--- src/shared/hbs_pkg.sv ---
// Package with constants and types of the holding brake sequencer
package hbs_pkg;

  // ********************************************************************
  // Clock and time base
  // ********************************************************************
  localparam int unsigned CLK_HZ        = 200_000_000;
  localparam int unsigned MS_PER_S      = 1000;
  localparam int unsigned TICK_MS       = 1;
  localparam int unsigned TICK_CYCLES   = CLK_HZ / MS_PER_S * TICK_MS;

  // ********************************************************************
  // Setting ranges and defaults
  // ********************************************************************
  localparam logic [1:0]  CFG_NONE      = 2'h0;
  localparam logic [1:0]  CFG_SEQUENCE  = 2'h1;
  localparam logic [1:0]  CFG_ALWAYS    = 2'h2;
  localparam logic [1:0]  CFG_RESET     = 2'h0;
  localparam int unsigned DELAY_MAX_MS  = 10000;
  localparam int unsigned SPEED_MAX_RPM = 210000;
  localparam int unsigned SPEED_DEF_RPM = 20;
  localparam int unsigned MON_MAX_S     = 300;
  localparam int unsigned MON_DEF_S     = 300;
  localparam int unsigned SUP_MAX_S     = 299;
  localparam int unsigned SUP_DEF_S     = 0;

  // ********************************************************************
  // Register map
  // ********************************************************************
  localparam logic [3:0] REG_CONFIG     = 4'h0;
  localparam logic [3:0] REG_OPEN_DLY   = 4'h1;
  localparam logic [3:0] REG_CLOSE_DLY  = 4'h2;
  localparam logic [3:0] REG_SPEED_THR  = 4'h3;
  localparam logic [3:0] REG_MON_TIME   = 4'h4;
  localparam logic [3:0] REG_SUP_DELAY  = 4'h5;
  localparam logic [3:0] REG_STATUS     = 4'h6;
  localparam logic [3:0] REG_MOTOR_INFO = 4'h7;

  localparam int unsigned DLY_W         = 14;
  localparam int unsigned SPD_W         = 18;
  localparam int unsigned SEC_W         = 9;
  localparam int unsigned MS_W          = 19;

  // Gray-coded along idle -> opening -> running -> stopping -> closing
  typedef enum logic [2:0] {
    ST_ENGAGED  = 3'h0,
    ST_OPENING  = 3'h1,
    ST_RUNNING  = 3'h3,
    ST_STOPPING = 3'h2,
    ST_CLOSING  = 3'h6
  } hbs_state_type;

endpackage

--- src/design/hbs_tick.sv ---
// Millisecond tick generator
`timescale 1ns/1ps
module hbs_tick #(
  parameter int unsigned CYCLES = hbs_pkg::TICK_CYCLES
) (
  input  wire logic mclk,  // System clock
  input  wire logic rst_n, // Synchronised reset
  output logic      tick   // One-cycle pulse every period
);
  logic [17:0] count;

  always_ff @(posedge mclk or negedge rst_n)
  begin
    if (!rst_n)
    begin
      count <= 18'h0;
      tick  <= 1'b0;
    end
    else if (count == 18'(CYCLES - 1))
    begin
      count <= 18'h0;
      tick  <= 1'b1;
    end
    else
    begin
      count <= count + 18'h1;
      tick  <= 1'b0;
    end
  end
endmodule

--- src/design/hbs_timer.sv ---
// Loadable down counter advanced by a tick
`timescale 1ns/1ps
module hbs_timer #(
  parameter int unsigned W = 19
) (
  input  wire logic         mclk,  // System clock
  input  wire logic         rst_n, // Synchronised reset
  input  wire logic         load,  // Start with new value
  input  wire logic         stop,  // Abandon the count
  input  wire logic [W-1:0] value, // Count in ticks
  input  wire logic         tick,  // Time base
  output logic              done   // Level: count reached zero
);
  logic [W-1:0] count;
  logic         active;

  always_ff @(posedge mclk or negedge rst_n)
  begin
    if (!rst_n)
    begin
      count  <= '0;
      active <= 1'b0;
    end
    else if (load)
    begin
      count  <= value;
      active <= 1'b1;
    end
    else if (stop)
      active <= 1'b0;
    else if (active && tick && count != '0)
      count <= count - 1'b1;
  end

  // A zero setting finishes one cycle after the load
  assign done = active && !load && count == '0;
endmodule

--- src/design/hbs_top.sv ---
// Holding brake sequencer: settings, sequence and brake output
//
// Design decisions made here: the address-and-strobe port and the address map.
`timescale 1ns/1ps

// Behaviour
// - Configuration accepts 0 none, 1 sequence controlled, 2 always released.
// - Configuration 2 keeps brake released regardless of drive state.
// - Configuration 1 releases on drive on rising edge, engages at servo off; here only while principle is set, else the brake stays released.
// - Opening delay 0 to 10000 ms applied on release.
// - Closing delay 0 to 10000 ms applied on engagement.
// - Delay reset values follow the motor rated power.
// - Standstill speed threshold 0 to 210000 rpm, default 20.
// - Standstill monitoring time 0 to 300 s, default 300.
// - Pulse suppression delay 0 to 299 s, default 0.
// - Closing delay starts at standstill or at the earlier of monitor or suppression expiry.
// - Absolute encoder sets principle automatically; incremental uses motor selection.
// - Brake output high engages, low releases.
module hbs_top #(
  parameter logic [13:0] OPEN_DLY_LOW   = 14'h64,  // Default for small motors, ms
  parameter logic [13:0] OPEN_DLY_HIGH  = 14'hc8,  // Default for large motors, ms
  parameter logic [13:0] CLOSE_DLY_LOW  = 14'h32,
  parameter logic [13:0] CLOSE_DLY_HIGH = 14'h64,
  parameter logic [7:0]  POWER_SPLIT    = 8'h0a,   // Rated power class boundary
  parameter int unsigned TICK_CYCLES    = hbs_pkg::TICK_CYCLES
) (
  input  wire logic        mclk,               // 200 MHz clock
  input  wire logic        nrst,               // Asynchronous reset, active low
  input  wire logic [3:0]  addr,               // Register index
  input  wire logic [31:0] wdata,              // Write data
  input  wire logic        wr,                 // Write strobe
  input  wire logic        rd,                 // Read strobe
  output logic      [31:0] rdata,              // Read data, cycle after rd
  input  wire logic        drive_on_command,   // Drive on control bit, async
  input  wire logic        servo_off,          // Motor reached servo off, async
  input  wire logic [17:0] motor_speed,        // Absolute speed, rpm
  input  wire logic [7:0]  motor_power_class,  // Rated power class of motor
  input  wire logic        encoder_absolute,   // Absolute encoder fitted
  input  wire logic        brake_principle_sel,// Brake principle from motor selection
  output logic             brake_engage_output,// High engages the brake
  output logic             motion_enable,      // Release motion after opening
  output logic             pulse_suppress      // Suppress motor pulses
);

  // ********************************************************************
  // Reset and input synchronisers
  // ********************************************************************
  logic [1:0] rst_sync;
  logic       rst_n;
  logic [1:0] on_sync;
  logic [1:0] off_sync;
  logic       on_prev;
  logic       on_rise;
  always_ff @(posedge mclk or negedge nrst)
  begin
    if (!nrst)
      rst_sync <= 2'h0;
    else
      rst_sync <= {rst_sync[0], 1'b1};
  end
  assign rst_n = rst_sync[1];
  always_ff @(posedge mclk or negedge rst_n)
  begin
    if (!rst_n)
    begin
      on_sync  <= 2'h0;
      off_sync <= 2'h3;
      on_prev  <= 1'b0;
    end
    else
    begin
      on_sync  <= {on_sync[0], drive_on_command};
      off_sync <= {off_sync[0], servo_off};
      on_prev  <= on_sync[1];
    end
  end
  assign on_rise = on_sync[1] && !on_prev;

  // ********************************************************************
  // Settings
  // ********************************************************************
  logic [1:0]                  brake_config_select;
  logic [hbs_pkg::DLY_W-1:0]   brake_open_delay;
  logic [hbs_pkg::DLY_W-1:0]   brake_close_delay;
  logic [hbs_pkg::SPD_W-1:0]   standstill_speed_threshold;
  logic [hbs_pkg::SEC_W-1:0]   standstill_monitor_time;
  logic [hbs_pkg::SEC_W-1:0]   pulse_suppress_delay;
  logic                        delays_loaded;
  logic                        principle;
  hbs_pkg::hbs_state_type      state;
  // Out of range writes are ignored so the settings always stay legal
  always_ff @(posedge mclk or negedge rst_n)
  begin
    if (!rst_n)
    begin
      brake_config_select        <= hbs_pkg::CFG_RESET;
      standstill_speed_threshold <= hbs_pkg::SPD_W'(hbs_pkg::SPEED_DEF_RPM);
      standstill_monitor_time    <= hbs_pkg::SEC_W'(hbs_pkg::MON_DEF_S);
      pulse_suppress_delay       <= hbs_pkg::SEC_W'(hbs_pkg::SUP_DEF_S);
    end
    else if (wr)
      case (addr)
        hbs_pkg::REG_CONFIG:
          if (wdata <= 32'(hbs_pkg::CFG_ALWAYS))
            brake_config_select <= wdata[1:0];
        hbs_pkg::REG_SPEED_THR:
          if (wdata <= hbs_pkg::SPEED_MAX_RPM)
            standstill_speed_threshold <= wdata[hbs_pkg::SPD_W-1:0];
        hbs_pkg::REG_MON_TIME:
          if (wdata <= hbs_pkg::MON_MAX_S)
            standstill_monitor_time <= wdata[hbs_pkg::SEC_W-1:0];
        hbs_pkg::REG_SUP_DELAY:
          if (wdata <= hbs_pkg::SUP_MAX_S)
            pulse_suppress_delay <= wdata[hbs_pkg::SEC_W-1:0];
        default: ;
      endcase
  end
  // Delay defaults are caught from the motor class on the first cycle after reset
  always_ff @(posedge mclk or negedge rst_n)
  begin
    if (!rst_n)
    begin
      brake_open_delay  <= '0;
      brake_close_delay <= '0;
      delays_loaded     <= 1'b0;
    end
    else if (!delays_loaded)
    begin
      delays_loaded     <= 1'h1;
      brake_open_delay  <= motor_power_class >= POWER_SPLIT ? OPEN_DLY_HIGH : OPEN_DLY_LOW;
      brake_close_delay <= motor_power_class >= POWER_SPLIT ? CLOSE_DLY_HIGH : CLOSE_DLY_LOW;
    end
    else if (wr && addr == hbs_pkg::REG_OPEN_DLY && wdata <= hbs_pkg::DELAY_MAX_MS)
      brake_open_delay <= wdata[hbs_pkg::DLY_W-1:0];
    else if (wr && addr == hbs_pkg::REG_CLOSE_DLY && wdata <= hbs_pkg::DELAY_MAX_MS)
      brake_close_delay <= wdata[hbs_pkg::DLY_W-1:0];
  end
  // Absolute encoders use the sequence principle; incremental take the selection
  always_ff @(posedge mclk or negedge rst_n)
  begin
    if (!rst_n)
      principle <= 1'b0;
    else
      principle <= encoder_absolute ? 1'b1 : brake_principle_sel;
  end

  // ********************************************************************
  // Timers
  // ********************************************************************
  logic tick;
  logic open_done;
  logic close_done;
  logic mon_done;
  logic sup_done;
  logic start_open;
  logic start_off;
  logic start_close;
  logic seq_mode;
  logic standstill;
  hbs_tick #(.CYCLES(TICK_CYCLES)) u_tick (
    .mclk  (mclk),
    .rst_n (rst_n),
    .tick  (tick)
  );
  assign seq_mode    = brake_config_select == hbs_pkg::CFG_SEQUENCE && principle;
  assign standstill  = motor_speed <= standstill_speed_threshold;
  assign start_open  = state == hbs_pkg::ST_ENGAGED && seq_mode && on_rise;
  assign start_off   = state == hbs_pkg::ST_RUNNING && off_sync[1];
  // the earlier of the two timers, or standstill seen, starts closing
  assign start_close = state == hbs_pkg::ST_STOPPING && (mon_done || sup_done || standstill);
  hbs_timer #(.W(hbs_pkg::MS_W)) u_open (
    .mclk  (mclk),
    .rst_n (rst_n),
    .load  (start_open),
    .stop  (state != hbs_pkg::ST_OPENING),
    .value (hbs_pkg::MS_W'(brake_open_delay)),
    .tick  (tick),
    .done  (open_done)
  );
  hbs_timer #(.W(hbs_pkg::MS_W)) u_close (
    .mclk  (mclk),
    .rst_n (rst_n),
    .load  (start_close),
    .stop  (state != hbs_pkg::ST_CLOSING),
    .value (hbs_pkg::MS_W'(brake_close_delay)),
    .tick  (tick),
    .done  (close_done)
  );
  hbs_timer #(.W(hbs_pkg::MS_W)) u_mon (
    .mclk  (mclk),
    .rst_n (rst_n),
    .load  (start_off),
    .stop  (state != hbs_pkg::ST_STOPPING),
    .value (hbs_pkg::MS_W'(standstill_monitor_time * hbs_pkg::MS_PER_S)),
    .tick  (tick),
    .done  (mon_done)
  );
  hbs_timer #(.W(hbs_pkg::MS_W)) u_sup (
    .mclk  (mclk),
    .rst_n (rst_n),
    .load  (start_off),
    .stop  (state != hbs_pkg::ST_STOPPING),
    .value (hbs_pkg::MS_W'(pulse_suppress_delay * hbs_pkg::MS_PER_S)),
    .tick  (tick),
    .done  (sup_done)
  );

  // ********************************************************************
  // Sequence
  // ********************************************************************
  hbs_pkg::hbs_state_type next_state;
  always_comb
  begin
    next_state = state;
    case (state)
      hbs_pkg::ST_ENGAGED:
        if (start_open)
          next_state = hbs_pkg::ST_OPENING;
      hbs_pkg::ST_OPENING:
        if (off_sync[1])
          next_state = hbs_pkg::ST_ENGAGED;
        else if (open_done)
          next_state = hbs_pkg::ST_RUNNING;
      hbs_pkg::ST_RUNNING:
        if (start_off)
          next_state = hbs_pkg::ST_STOPPING;
      hbs_pkg::ST_STOPPING:
        if (start_close)
          next_state = hbs_pkg::ST_CLOSING;
      hbs_pkg::ST_CLOSING:
        if (close_done)
          next_state = hbs_pkg::ST_ENGAGED;
      default: next_state = hbs_pkg::ST_ENGAGED;
    endcase
    // Leaving sequence mode drops the sequence back to its rest state
    if (!seq_mode)
      next_state = hbs_pkg::ST_ENGAGED;
  end
  always_ff @(posedge mclk or negedge rst_n)
  begin
    if (!rst_n)
      state <= hbs_pkg::ST_ENGAGED;
    else
      state <= next_state;
  end
  // Brake stays released until the closing delay ends, or until servo off during the opening delay
  always_ff @(posedge mclk or negedge rst_n)
  begin
    if (!rst_n)
      brake_engage_output <= 1'b1;
    else if (brake_config_select == hbs_pkg::CFG_ALWAYS)
      brake_engage_output <= 1'b0;
    else if (brake_config_select == hbs_pkg::CFG_NONE || !seq_mode)
      brake_engage_output <= 1'b0;
    else
      brake_engage_output <= next_state == hbs_pkg::ST_ENGAGED;
  end
  // Outside sequence mode: motion follows the drive on command, cleared by servo off
  always_ff @(posedge mclk or negedge rst_n)
  begin
    if (!rst_n)
    begin
      motion_enable  <= 1'b0;
      pulse_suppress <= 1'b1;
    end
    else if (!seq_mode)
    begin
      motion_enable  <= on_sync[1] && !off_sync[1];
      pulse_suppress <= !on_sync[1];
    end
    else
    begin
      motion_enable  <= next_state == hbs_pkg::ST_RUNNING;
      pulse_suppress <= next_state == hbs_pkg::ST_ENGAGED;
    end
  end

  // ********************************************************************
  // Register read
  // ********************************************************************
  always_ff @(posedge mclk or negedge rst_n)
  begin
    if (!rst_n)
      rdata <= 32'h0;
    else if (rd)
      case (addr)
        hbs_pkg::REG_CONFIG:     rdata <= {30'h0, brake_config_select};
        hbs_pkg::REG_OPEN_DLY:   rdata <= {18'h0, brake_open_delay};
        hbs_pkg::REG_CLOSE_DLY:  rdata <= {18'h0, brake_close_delay};
        hbs_pkg::REG_SPEED_THR:  rdata <= {14'h0, standstill_speed_threshold};
        hbs_pkg::REG_MON_TIME:   rdata <= {23'h0, standstill_monitor_time};
        hbs_pkg::REG_SUP_DELAY:  rdata <= {23'h0, pulse_suppress_delay};
        hbs_pkg::REG_STATUS:     rdata <= {25'h0, principle, pulse_suppress,
                                           motion_enable, brake_engage_output, state};
        hbs_pkg::REG_MOTOR_INFO: rdata <= {23'h0, encoder_absolute, motor_power_class};
        default:                 rdata <= 32'h0;
      endcase
    else
      rdata <= 32'h0;
  end

  // ********************************************************************
  // Checks
  // ********************************************************************
  chk_always_open: assert property (@(posedge mclk) disable iff (!rst_n)
    brake_config_select == hbs_pkg::CFG_ALWAYS |=> !brake_engage_output)
    else $error("brake engaged in always released mode");
  chk_open_waits: assert property (@(posedge mclk) disable iff (!rst_n)
    state == hbs_pkg::ST_OPENING |-> !motion_enable)
    else $error("motion enabled during opening delay");
  chk_release_edge: assert property (@(posedge mclk) disable iff (!rst_n)
    start_open |=> !brake_engage_output)
    else $error("brake not released after drive on edge");
  chk_engage_rest: assert property (@(posedge mclk) disable iff (!rst_n)
    seq_mode && $past(seq_mode) && state == hbs_pkg::ST_ENGAGED && !$past(start_open)
    |-> brake_engage_output)
    else $error("brake released while sequence at rest");
  chk_close_start: assert property (@(posedge mclk) disable iff (!rst_n)
    state == hbs_pkg::ST_STOPPING && seq_mode && (mon_done || sup_done)
    |=> state == hbs_pkg::ST_CLOSING || !seq_mode)
    else $error("closing delay not started after timer expiry");
  chk_cfg_range: assert property (@(posedge mclk) disable iff (!rst_n)
    brake_config_select <= hbs_pkg::CFG_ALWAYS)
    else $error("brake configuration out of range");
  chk_open_range: assert property (@(posedge mclk) disable iff (!rst_n)
    delays_loaded |-> brake_open_delay <= hbs_pkg::DLY_W'(hbs_pkg::DELAY_MAX_MS))
    else $error("opening delay out of range");
  chk_close_range: assert property (@(posedge mclk) disable iff (!rst_n)
    delays_loaded |-> brake_close_delay <= hbs_pkg::DLY_W'(hbs_pkg::DELAY_MAX_MS))
    else $error("closing delay out of range");
  chk_pulse_off: assert property (@(posedge mclk) disable iff (!rst_n)
    seq_mode && $past(seq_mode) && close_done && state == hbs_pkg::ST_CLOSING
    |=> pulse_suppress && brake_engage_output)
    else $error("pulses not suppressed after closing delay");

endmodule

--- config.mk ---
export PLATFORM = sky130hd
export DESIGN_NAME = hbs_top
export DESIGN_NICKNAME = d
export VERILOG_FILES = /design/src/shared/hbs_pkg.sv /design/src/design/hbs_tick.sv /design/src/design/hbs_timer.sv /design/src/design/hbs_top.sv
export SDC_FILE = /design/constraint.sdc
export NUM_CORES = 1
export LEC_CHECK = 0
export BUFFER_PORTS_ARGS = -buffer_cell sky130_fd_sc_hd__buf_2
export CORE_MARGIN = 8
export CORE_UTILIZATION = 57
export CTS_BUF_LIST = sky130_fd_sc_hd__clkbuf_8
export CTS_CLUSTER_SIZE = 20
export DETAILED_ROUTE_END_ITERATION = 10
export PLACE_DENSITY = 0.84
export SYNTH_ARGS = -nofsm -noshare
export SYNTH_HDL_FRONTEND = slang
export SYNTH_SLANG_ARGS = --single-unit
--- constraint.sdc ---
create_clock -name mclk -period 5.9 [get_ports mclk]
set_input_delay 0.885 -clock mclk [delete_from_list [all_inputs] [get_ports mclk]]
set_output_delay 0.885 -clock mclk [all_outputs]
set_load 0.02 [all_outputs]
==> results of run 1 <==
==> path summary, 6_finish.rpt <==
path | end | from | slack (ns)
min in group mclk | off_sync[1] | off_sync[0] | 0.36
hold reg to reg | off_sync[1] | off_sync[0] | 0.36
max in group asynchronous | u_open.count[2] | rst_sync[1] | 3.92
setup / recovery | u_mon.count[14] | standstill_monitor_time[2] | 1.58
hold / removal | rst_sync[1] | nrst | 0.16
setup reg to reg | u_mon.count[14] | standstill_monitor_time[2] | 1.58
==> worst register-to-register path, cell delays in order, from the launching register on <==
cell and delay, ns:
dfstp_2 0.66, fa_1 0.48, inv_1 0.10, fa_1 0.44
fa_1 0.51, inv_1 0.05, fa_1 0.45, ha_1 0.26
a211oi_1 0.33, o21ai_0 0.24, a31oi_1 0.26, xnor2_1 0.14
nor2_1 0.05, a311oi_1 0.26
==> layout make-up <==
cell class | instances | area [µm²] | area share [%]
Sequential cell | 197 | 4946 | 34.19
Clock inverter | 15 | 197.7 | 1.366
Antenna cell | 2 | 5.005 | 0.03459
Inverter | 77 | 289.0 | 1.998
Clock buffer | 17 | 234.0 | 1.617
Timing Repair Buffer | 98 | 510.5 | 3.529
Multi-Input combinational cell | 986 | 7886 | 54.51
Tap cell | 319 | 399.1 | 2.759
==> metal layers <==
metal	up-vias	wire, µm	GRT usage [%]
met5	-	13	0
met4	2	1241	10.73
met3	70	2436	5.280
met2	415	15370	37.64
met1	5103	14090	31.07
li1	4799	-	-
==> flip-flops by register name (all words and copies together) (netlist names), 14 cells and up <==
signal and count:
brake_close_delay 14, rdata 18, u_mon.count 19, u_sup.count 19, brake_open_delay 14, u_open.count 19
u_close.count 19, standstill_speed_threshold 18, u_tick.count 18
==> cells by family after synthesis <==
kind of cell	after synthesis	synth area share, %
and+or+nand+nor	399	15.86
AOI/OAI and AO/OA	237	11.90
DFF	197	36.95
adders and majority gates	155	17.42
buffers and inverters	135	4.491
muxes	99	8.083
xor gates and xnor gates	80	5.239
other	2	0.05615
==> cell usage after synthesis, types with 4 or more instances <==
master and count:
dfrtp_1 187, ha_1 103, nor2_1 94, inv_1 77
nand2_1 69, a21oi_1 60, o21ai_0 55, mux2_2 54
fa_1 52, xnor2_1 46, mux2i_1 42, nor3_1 41
nand3_1 37, xor2_1 34, clkbuf_1 32, nor2b_1 31
nor4_1 26, nand2b_1 16, nand4_1 16, a211oi_1 15
buf_4 15, a22oi_1 10, and3_1 10, dfstp_2 10
o211ai_1 10, or4_1 10, a21o_1 9, or2_2 9
a31oi_1 7, o31ai_1 7, or3_1 7, o22ai_1 6
o311ai_0 6, a221oi_1 5, buf_2 5, o21a_1 5
a221o_1 4, a311oi_1 4, nor4b_1 4, o21bai_1 4
==> report_power, final <==
group | switching, mW | internal, mW | total, mW
Sequential | 0.0189 | 1.36 | 1.38
Clock | 0.596 | 0.335 | 0.931
Combinational | 0.0995 | 0.0473 | 0.147
Total | 0.715 | 1.74 | 2.46
==> through the flow <==
stage	hold slack (ns)	worst slack [ns]	utilization [%]
final	0.1557	1.580	62.19
after global routing	0.1373	1.281	62.18
after CTS	0.1305	1.579	62.17
after detailed placement	0.3363	1.592	60.32
after global placement	0.3334	1.774	60.32
after floorplan	0.3312	0.02140	-
==> load_flow_metrics.sql, run 1 <==
INSERT INTO impl_metrics (metric_group, metric, value, unit) VALUES
('global_routing', 'grt_overflow', '0', ''),
('timing', 'finalHoldViolCount', '0', ''),
('logic_synthesis', 'synth-async-reset-ratio', '100.0', '%'),
('logic_synthesis', 'edff_count_synth', '0', ''),
('finish', 'mostFrequentLayoutCells', '186 x dfrtp_1, 103 x ha_1, 93 x nor2_1, 90 x buf_2, 77 x inv_1', ''),
('timing', 'rsz_0062_raised_after_global_routing', 'no', ''),
('finish', 'final_layout_size_suffix_gt1_share', '16.55', '%'),
('detailed_routing', 'wl_per_cell', '19.38', 'µm'),
('detailed_routing', 'drt_pre_antenna_iters', '7', ''),
('timing', 'worst_slew_margin_rel', '33.12', '%'),
('timing', 'fin_setup_tns', '0', 'ns'),
('placed_design', 'globalplace.congestion', '0.9244', ''),
('detailed_routing', 'route.detailed.drc', '0', ''),
('detailed_routing', 'final_antenna_net_count', '0', ''),
('detailed_routing', 'wl', '33.16', 'mm'),
('floorplan', 'initial_core_util', '57.49', '%'),
('timing', 'clock-skew-final', '0.02109', 'ns'),
('global_routing', 'grt_first_pass_wirelength', '54.57', 'mm'),
('logic_synthesis', 'yosysTopAreaCellShare', '34.99', '%'),
('placed_design', 'port_buffers', '90', ''),
('logic_synthesis', 'ys_types', '83', ''),
('worst_setup_path', 'required', '6.29', 'ns'),
('finish', 'layout_commonest_cell', 'dfrtp_1', ''),
('logic_synthesis', 'synthTopCellsByArea', 'dfrtp_1 35%, ha_1 9.6%, fa_1 7.8%', ''),
('logic_synthesis', 'total_of_flip_flops_plus_latches_after_synthesis', '197', ''),
('worst_setup_path', 'critical_path.most_common_cell', 'fa_1', ''),
('worst_setup_path', 'cp.buffers_inverters', '2', ''),
('logic_synthesis', 'synthesis.instances', '1304', ''),
('floorplan', 'rows', '56', ''),
('pwr', 'total_power', '2.456', 'mW'),
('finish', 'final_cell_count_no_fill', '1711', ''),
('clock_tree', 'cts_sinks', '197', ''),
('clock_tree', 'max-clock-path-buffers', '2', ''),
('timing', 'setup_violations', '0', ''),
('run', 'maxCapViolCount', '0', ''),
('clock_tree', 'cts_resized', '0', ''),
('global_routing', 'grt_usage', '23.82', '%'),
('worst_setup_path', 'critPathKind', 'register to register', ''),
('global_routing', 'grt_max_degree', '73', ''),
('placed_design', 'placed_area', '0.01403', 'mm²'),
('placed_design', 'numPlacedInstances', '1677', ''),
('worst_setup_path', 'critical_path_peak_fanout', '8', ''),
('clock_tree', 'post_cts_buffers', '0', ''),
('global_routing', 'grt_pass1_vias', '10640', ''),
('logic_synthesis', 'synth_top_area_cell', 'dfrtp_1', ''),
('detailed_routing', 'post_drt_via_cell_ratio', '6.072', ''),
('floorplan', 'ios', '105', ''),
('logic_synthesis', 'netlist_area_before_placement', '0.01337', 'mm²'),
('clock_tree', 'post_cts_hold_buffer_count', '0', ''),
('clock_tree', 'cts.reportedPaths.clkPinSlew', '0.11', 'ns'),
('clock_tree', 'ctsHtreeMaxLevel', '4', ''),
('clock_tree', 'tritoncts.num_buffers', '17', ''),
('run_status', 'status', 'finished, final reports clean', ''),
('worst_setup_path', 'rr_worst_depth', '13', ''),
('pwr', 'leakage', '6.949', 'nW'),
('clock_tree', 'worstSkewPairLatency', '0.50', 'ns'),
('worst_setup_path', 'slowest_stage', 'dfstp_2', ''),
('floorplan', 'die-area', '0.02862', 'mm²'),
('timing', 'clock.fmax', '231.5', 'MHz'),
('timing', 'layout_worst_path_cycle_share', '73.23', '%'),
('floorplan', 'core_region_area', '0.02326', 'mm²'),
('worst_setup_path', 'critPathArrivalTime', '4.71', 'ns'),
('logic_synthesis', 'synth_seq_area_share', '36.95', '%'),
('worst_setup_path', 'critical_path.endpoint_type', 'register', ''),
('placed_design', 'detailedPlacementHpwl', '24.70', 'mm'),
('finish', 'layout.filler_cells', '1903', ''),
('finish', 'area_growth_syn_to_layout', '8.176', '%'),
('clock_tree', 'cts_tree', 'built', ''),
('timing', 'layout_min_cycle_time', '4.320', 'ns'),
('logic_synthesis', 'yosys_warnings', '0', ''),
('global_routing', 'antenna_found_initial', '2', '');
(Power assumes the default switching activity.)
==> run 2: changes to the inputs <==
Clock period 5.9 ns to 3.53 ns, I/O delays scaled along.
==> load_flow_metrics.sql, run 2 (synthesis gave the netlist of run 1 again) <==
INSERT INTO impl_metrics (metric_group, metric, value, unit) VALUES
('timing', 'fin_ws', '-0.3339', 'ns'),
('global_routing', 'grt_util_met1', '31.46', '%'),
('global_routing', 'grt_pass1_vias', '11220', ''),
('timing', 'slew_violations', '0', ''),
('placed_design', 'place_ws', '-0.3178', 'ns'),
('worst_hold_path', 'hold_path_class', 'input pin to register', ''),
('finish', 'layout.filler_cells', '1749', ''),
('floorplan', 'fp.dieW', '169.2', 'µm'),
('clock_tree', 'cts_tree', 'built', ''),
('floorplan', 'rows', '56', ''),
('finish', 'layout_commonest_cell', 'dfrtp_1', ''),
('global_routing', 'global_route.usage.met2', '39.71', '%'),
('pwr', 'worst_ir_drop_vdd', '216.9', 'µV'),
('run', 'maxCapViolCount', '0', ''),
('timing', 'rsz_0062_raised_after_global_routing', 'yes', ''),
('run_status', 'status', 'finished with violations', ''),
('clock_tree', 'cts.reportedPaths.clkPinSlew', '0.11', 'ns'),
('worst_setup_path', 'critical_path.most_common_cell', 'fa_1', ''),
('floorplan', 'core_region_area', '0.02326', 'mm²'),
('timing', 'layout_min_cycle_time', '3.864', 'ns'),
('timing', 'finalHoldViolCount', '0', ''),
('finish', 'mostFrequentLayoutCells', '182 x dfrtp_1, 93 x nor2_1, 93 x ha_1, 90 x buf_2, 86 x buf_4', ''),
('floorplan', 'die-area', '0.02862', 'mm²'),
('finish', 'finalNetCount', '1686', ''),
('global_routing', 'antenna_found_initial', '1', ''),
('pwr', 'power.density', '261.0', 'mW/mm²'),
('timing', 'clock.fmax', '258.8', 'MHz'),
('floorplan', 'initial_core_util', '57.49', '%'),
('worst_setup_path', 'critPathKind', 'register to register', ''),
('pwr', 'leakage', '7.435', 'nW'),
('worst_setup_path', 'worstPathCellList', 'fa_1 > inv_1 > fa_1 > fa_1 > inv_1 > fa_1 > ha_4 > o21ai_2 > o21ai_2 > a31oi_1 > xor2_1 > a221oi_1', ''),
('timing', 'timing_worst_slew_pin_value', '0.9341', 'ns'),
('placed_design', 'port_buffers', '90', ''),
('worst_setup_path', 'critical_path_peak_fanout', '5', ''),
('timing', 'setup_violations', '17', ''),
('worst_setup_path', 'startpoint_type', 'register', ''),
('floorplan', 'ios', '105', ''),
('timing', 'worst_slew_margin_rel', '37.73', '%'),
('worst_setup_path', 'critPathMaxStageDelay', '0.63', 'ns'),
('worst_setup_path', 'required', '3.91', 'ns'),
('timing', 'layout_worst_path_cycle_share', '109.5', '%'),
('detailed_routing', 'dr_total_vias', '10970', ''),
('global_routing', 'grt_first_pass_wirelength', '56.67', 'mm'),
('worst_setup_path', 'rr_worst_depth', '12', ''),
('global_routing', 'grt_max_degree', '67', ''),
('finish', 'final_layout_size_suffix_gt1_share', '24.83', '%'),
('global_routing', 'grtUsageMet3', '5.397', '%'),
('placed_design', 'detailedPlacementHpwl', '25.46', 'mm'),
('placed_design', 'globalplace.congestion', '0.9231', ''),
('detailed_routing', 'post_drt_via_cell_ratio', '6.112', ''),
('finish', 'area_growth_syn_to_layout', '15.52', '%'),
('detailed_routing', 'wl_per_cell', '19.50', 'µm'),
('worst_setup_path', 'slowest_stage', 'dfstp_2', ''),
('worst_hold_path', 'hold_depth', '1', ''),
('detailed_routing', 'final_antenna_net_count', '0', ''),
('clock_tree', 'max-clock-path-buffers', '2', ''),
('worst_setup_path', 'critical_path.endpoint_type', 'register', ''),
('clock_tree', 'ctsHtreeMaxLevel', '4', ''),
('global_routing', 'grt_usage', '24.62', '%'),
('floorplan', 'chipHeight', '169.2', 'µm'),
('run_status', 'failed_checks', 'setup timing', ''),
('clock_tree', 'cts_root_buffer', 'clkbuf_8', ''),
('clock_tree', 'tritoncts.num_buffers', '17', ''),
('worst_setup_path', 'critPathArrivalTime', '4.25', 'ns'),
('clock_tree', 'cts_sinks', '197', ''),
('detailed_routing', 'drt_pre_antenna_iters', '6', ''),
('finish', 'postLayoutCoreUtil', '66.42', '%'),
('detailed_routing', 'route.detailed.drc', '0', ''),
('detailed_routing', 'wl', '34.98', 'mm'),
('timing', 'clock-skew-final', '0.02019', 'ns'),
('global_routing', 'top_usage_layer', 'met2', ''),
('global_routing', 'grt_overflow', '0', ''),
('detailed_routing', 'detail_route.iter0.violations', '882', ''),
('clock_tree', 'worstSkewPairLatency', '0.51', 'ns');
==> run 2: final cells by class <==
class	count	area [µm²]	share of cell area [%]
clock buffers	17	234.0	1.514
diodes	1	2.502	0.01620
multi-input cells	986	8234	53.30
well taps	319	399.1	2.583
clock inverters	15	160.2	1.037
inverters	77	289.0	1.871
flip-flops and latches	197	4951	32.05
repair buffers	182	1180	7.637
==> run 2: per-stage QoR <==
step	TNS [ns]	power, mW	cell area, µm²	std cells	hold WS [ns]
after global routing	-6.549	4.160	15450	1794	0.08267
final	-4.475	4.032	15450	1794	0.1120
after CTS	-3.527	4.050	15300	1787	0.09353
after detailed placement	-3.996	2.593	14710	1750	0.3165
after floorplan	-1.158	2.482	13530	1318	0.2339
after global placement	-2.463	2.588	14710	1750	0.3149
==> run 2: path summary, 6_finish.rpt <==
check | start | end | slack, ns
max in group asynchronous | rst_sync[1] | off_sync[1] | 2.03
max reg2reg | standstill_monitor_time[2] | u_mon.count[13] | -0.33
min reg2reg | rst_sync[0] | rst_sync[1] | 0.37
max | standstill_monitor_time[2] | u_mon.count[13] | -0.33
min in group asynchronous | nrst | rst_sync[1] | 0.32
min | servo_off | off_sync[0] | 0.11
==> run 2: what timing repair did <==
action                     in CTS  in global routing
setup endpoints to repair      17                 20
hold buffers                    1                  0
buffers inserted                4                  6
hold endpoints to repair        2                  0
resized for setup              30                 21
pin swaps                      35                 29
==> run 2: critical path, delay by kind of cell (launching register included) <==
kind	cells	cell delay, ns
AOI/OAI and AO/OA	4	0.64
xor gates and xnor gates	1	0.17
buffers and inverters	2	0.15
adders and majority gates	5	2.15
DFF	1	0.63
==> run 2: per-layer routing <==
| layer | wire length, µm | share of wire [%] |
|---|---|---|
| met2 | 16500 | 47 |
| met5 | 0 | 0 |
| met4 | 1339 | 3.8 |
| met3 | 2703 | 7.7 |
| met1 | 14440 | 41 |
==> run 2: where the power goes <==
group	internal, mW	switching [mW]	leakage [nW]
Clock	0.530	0.945	0.203
Sequential	2.27	0.0314	2.59
Combinational	0.0857	0.170	4.65
Total	2.89	1.15	7.44
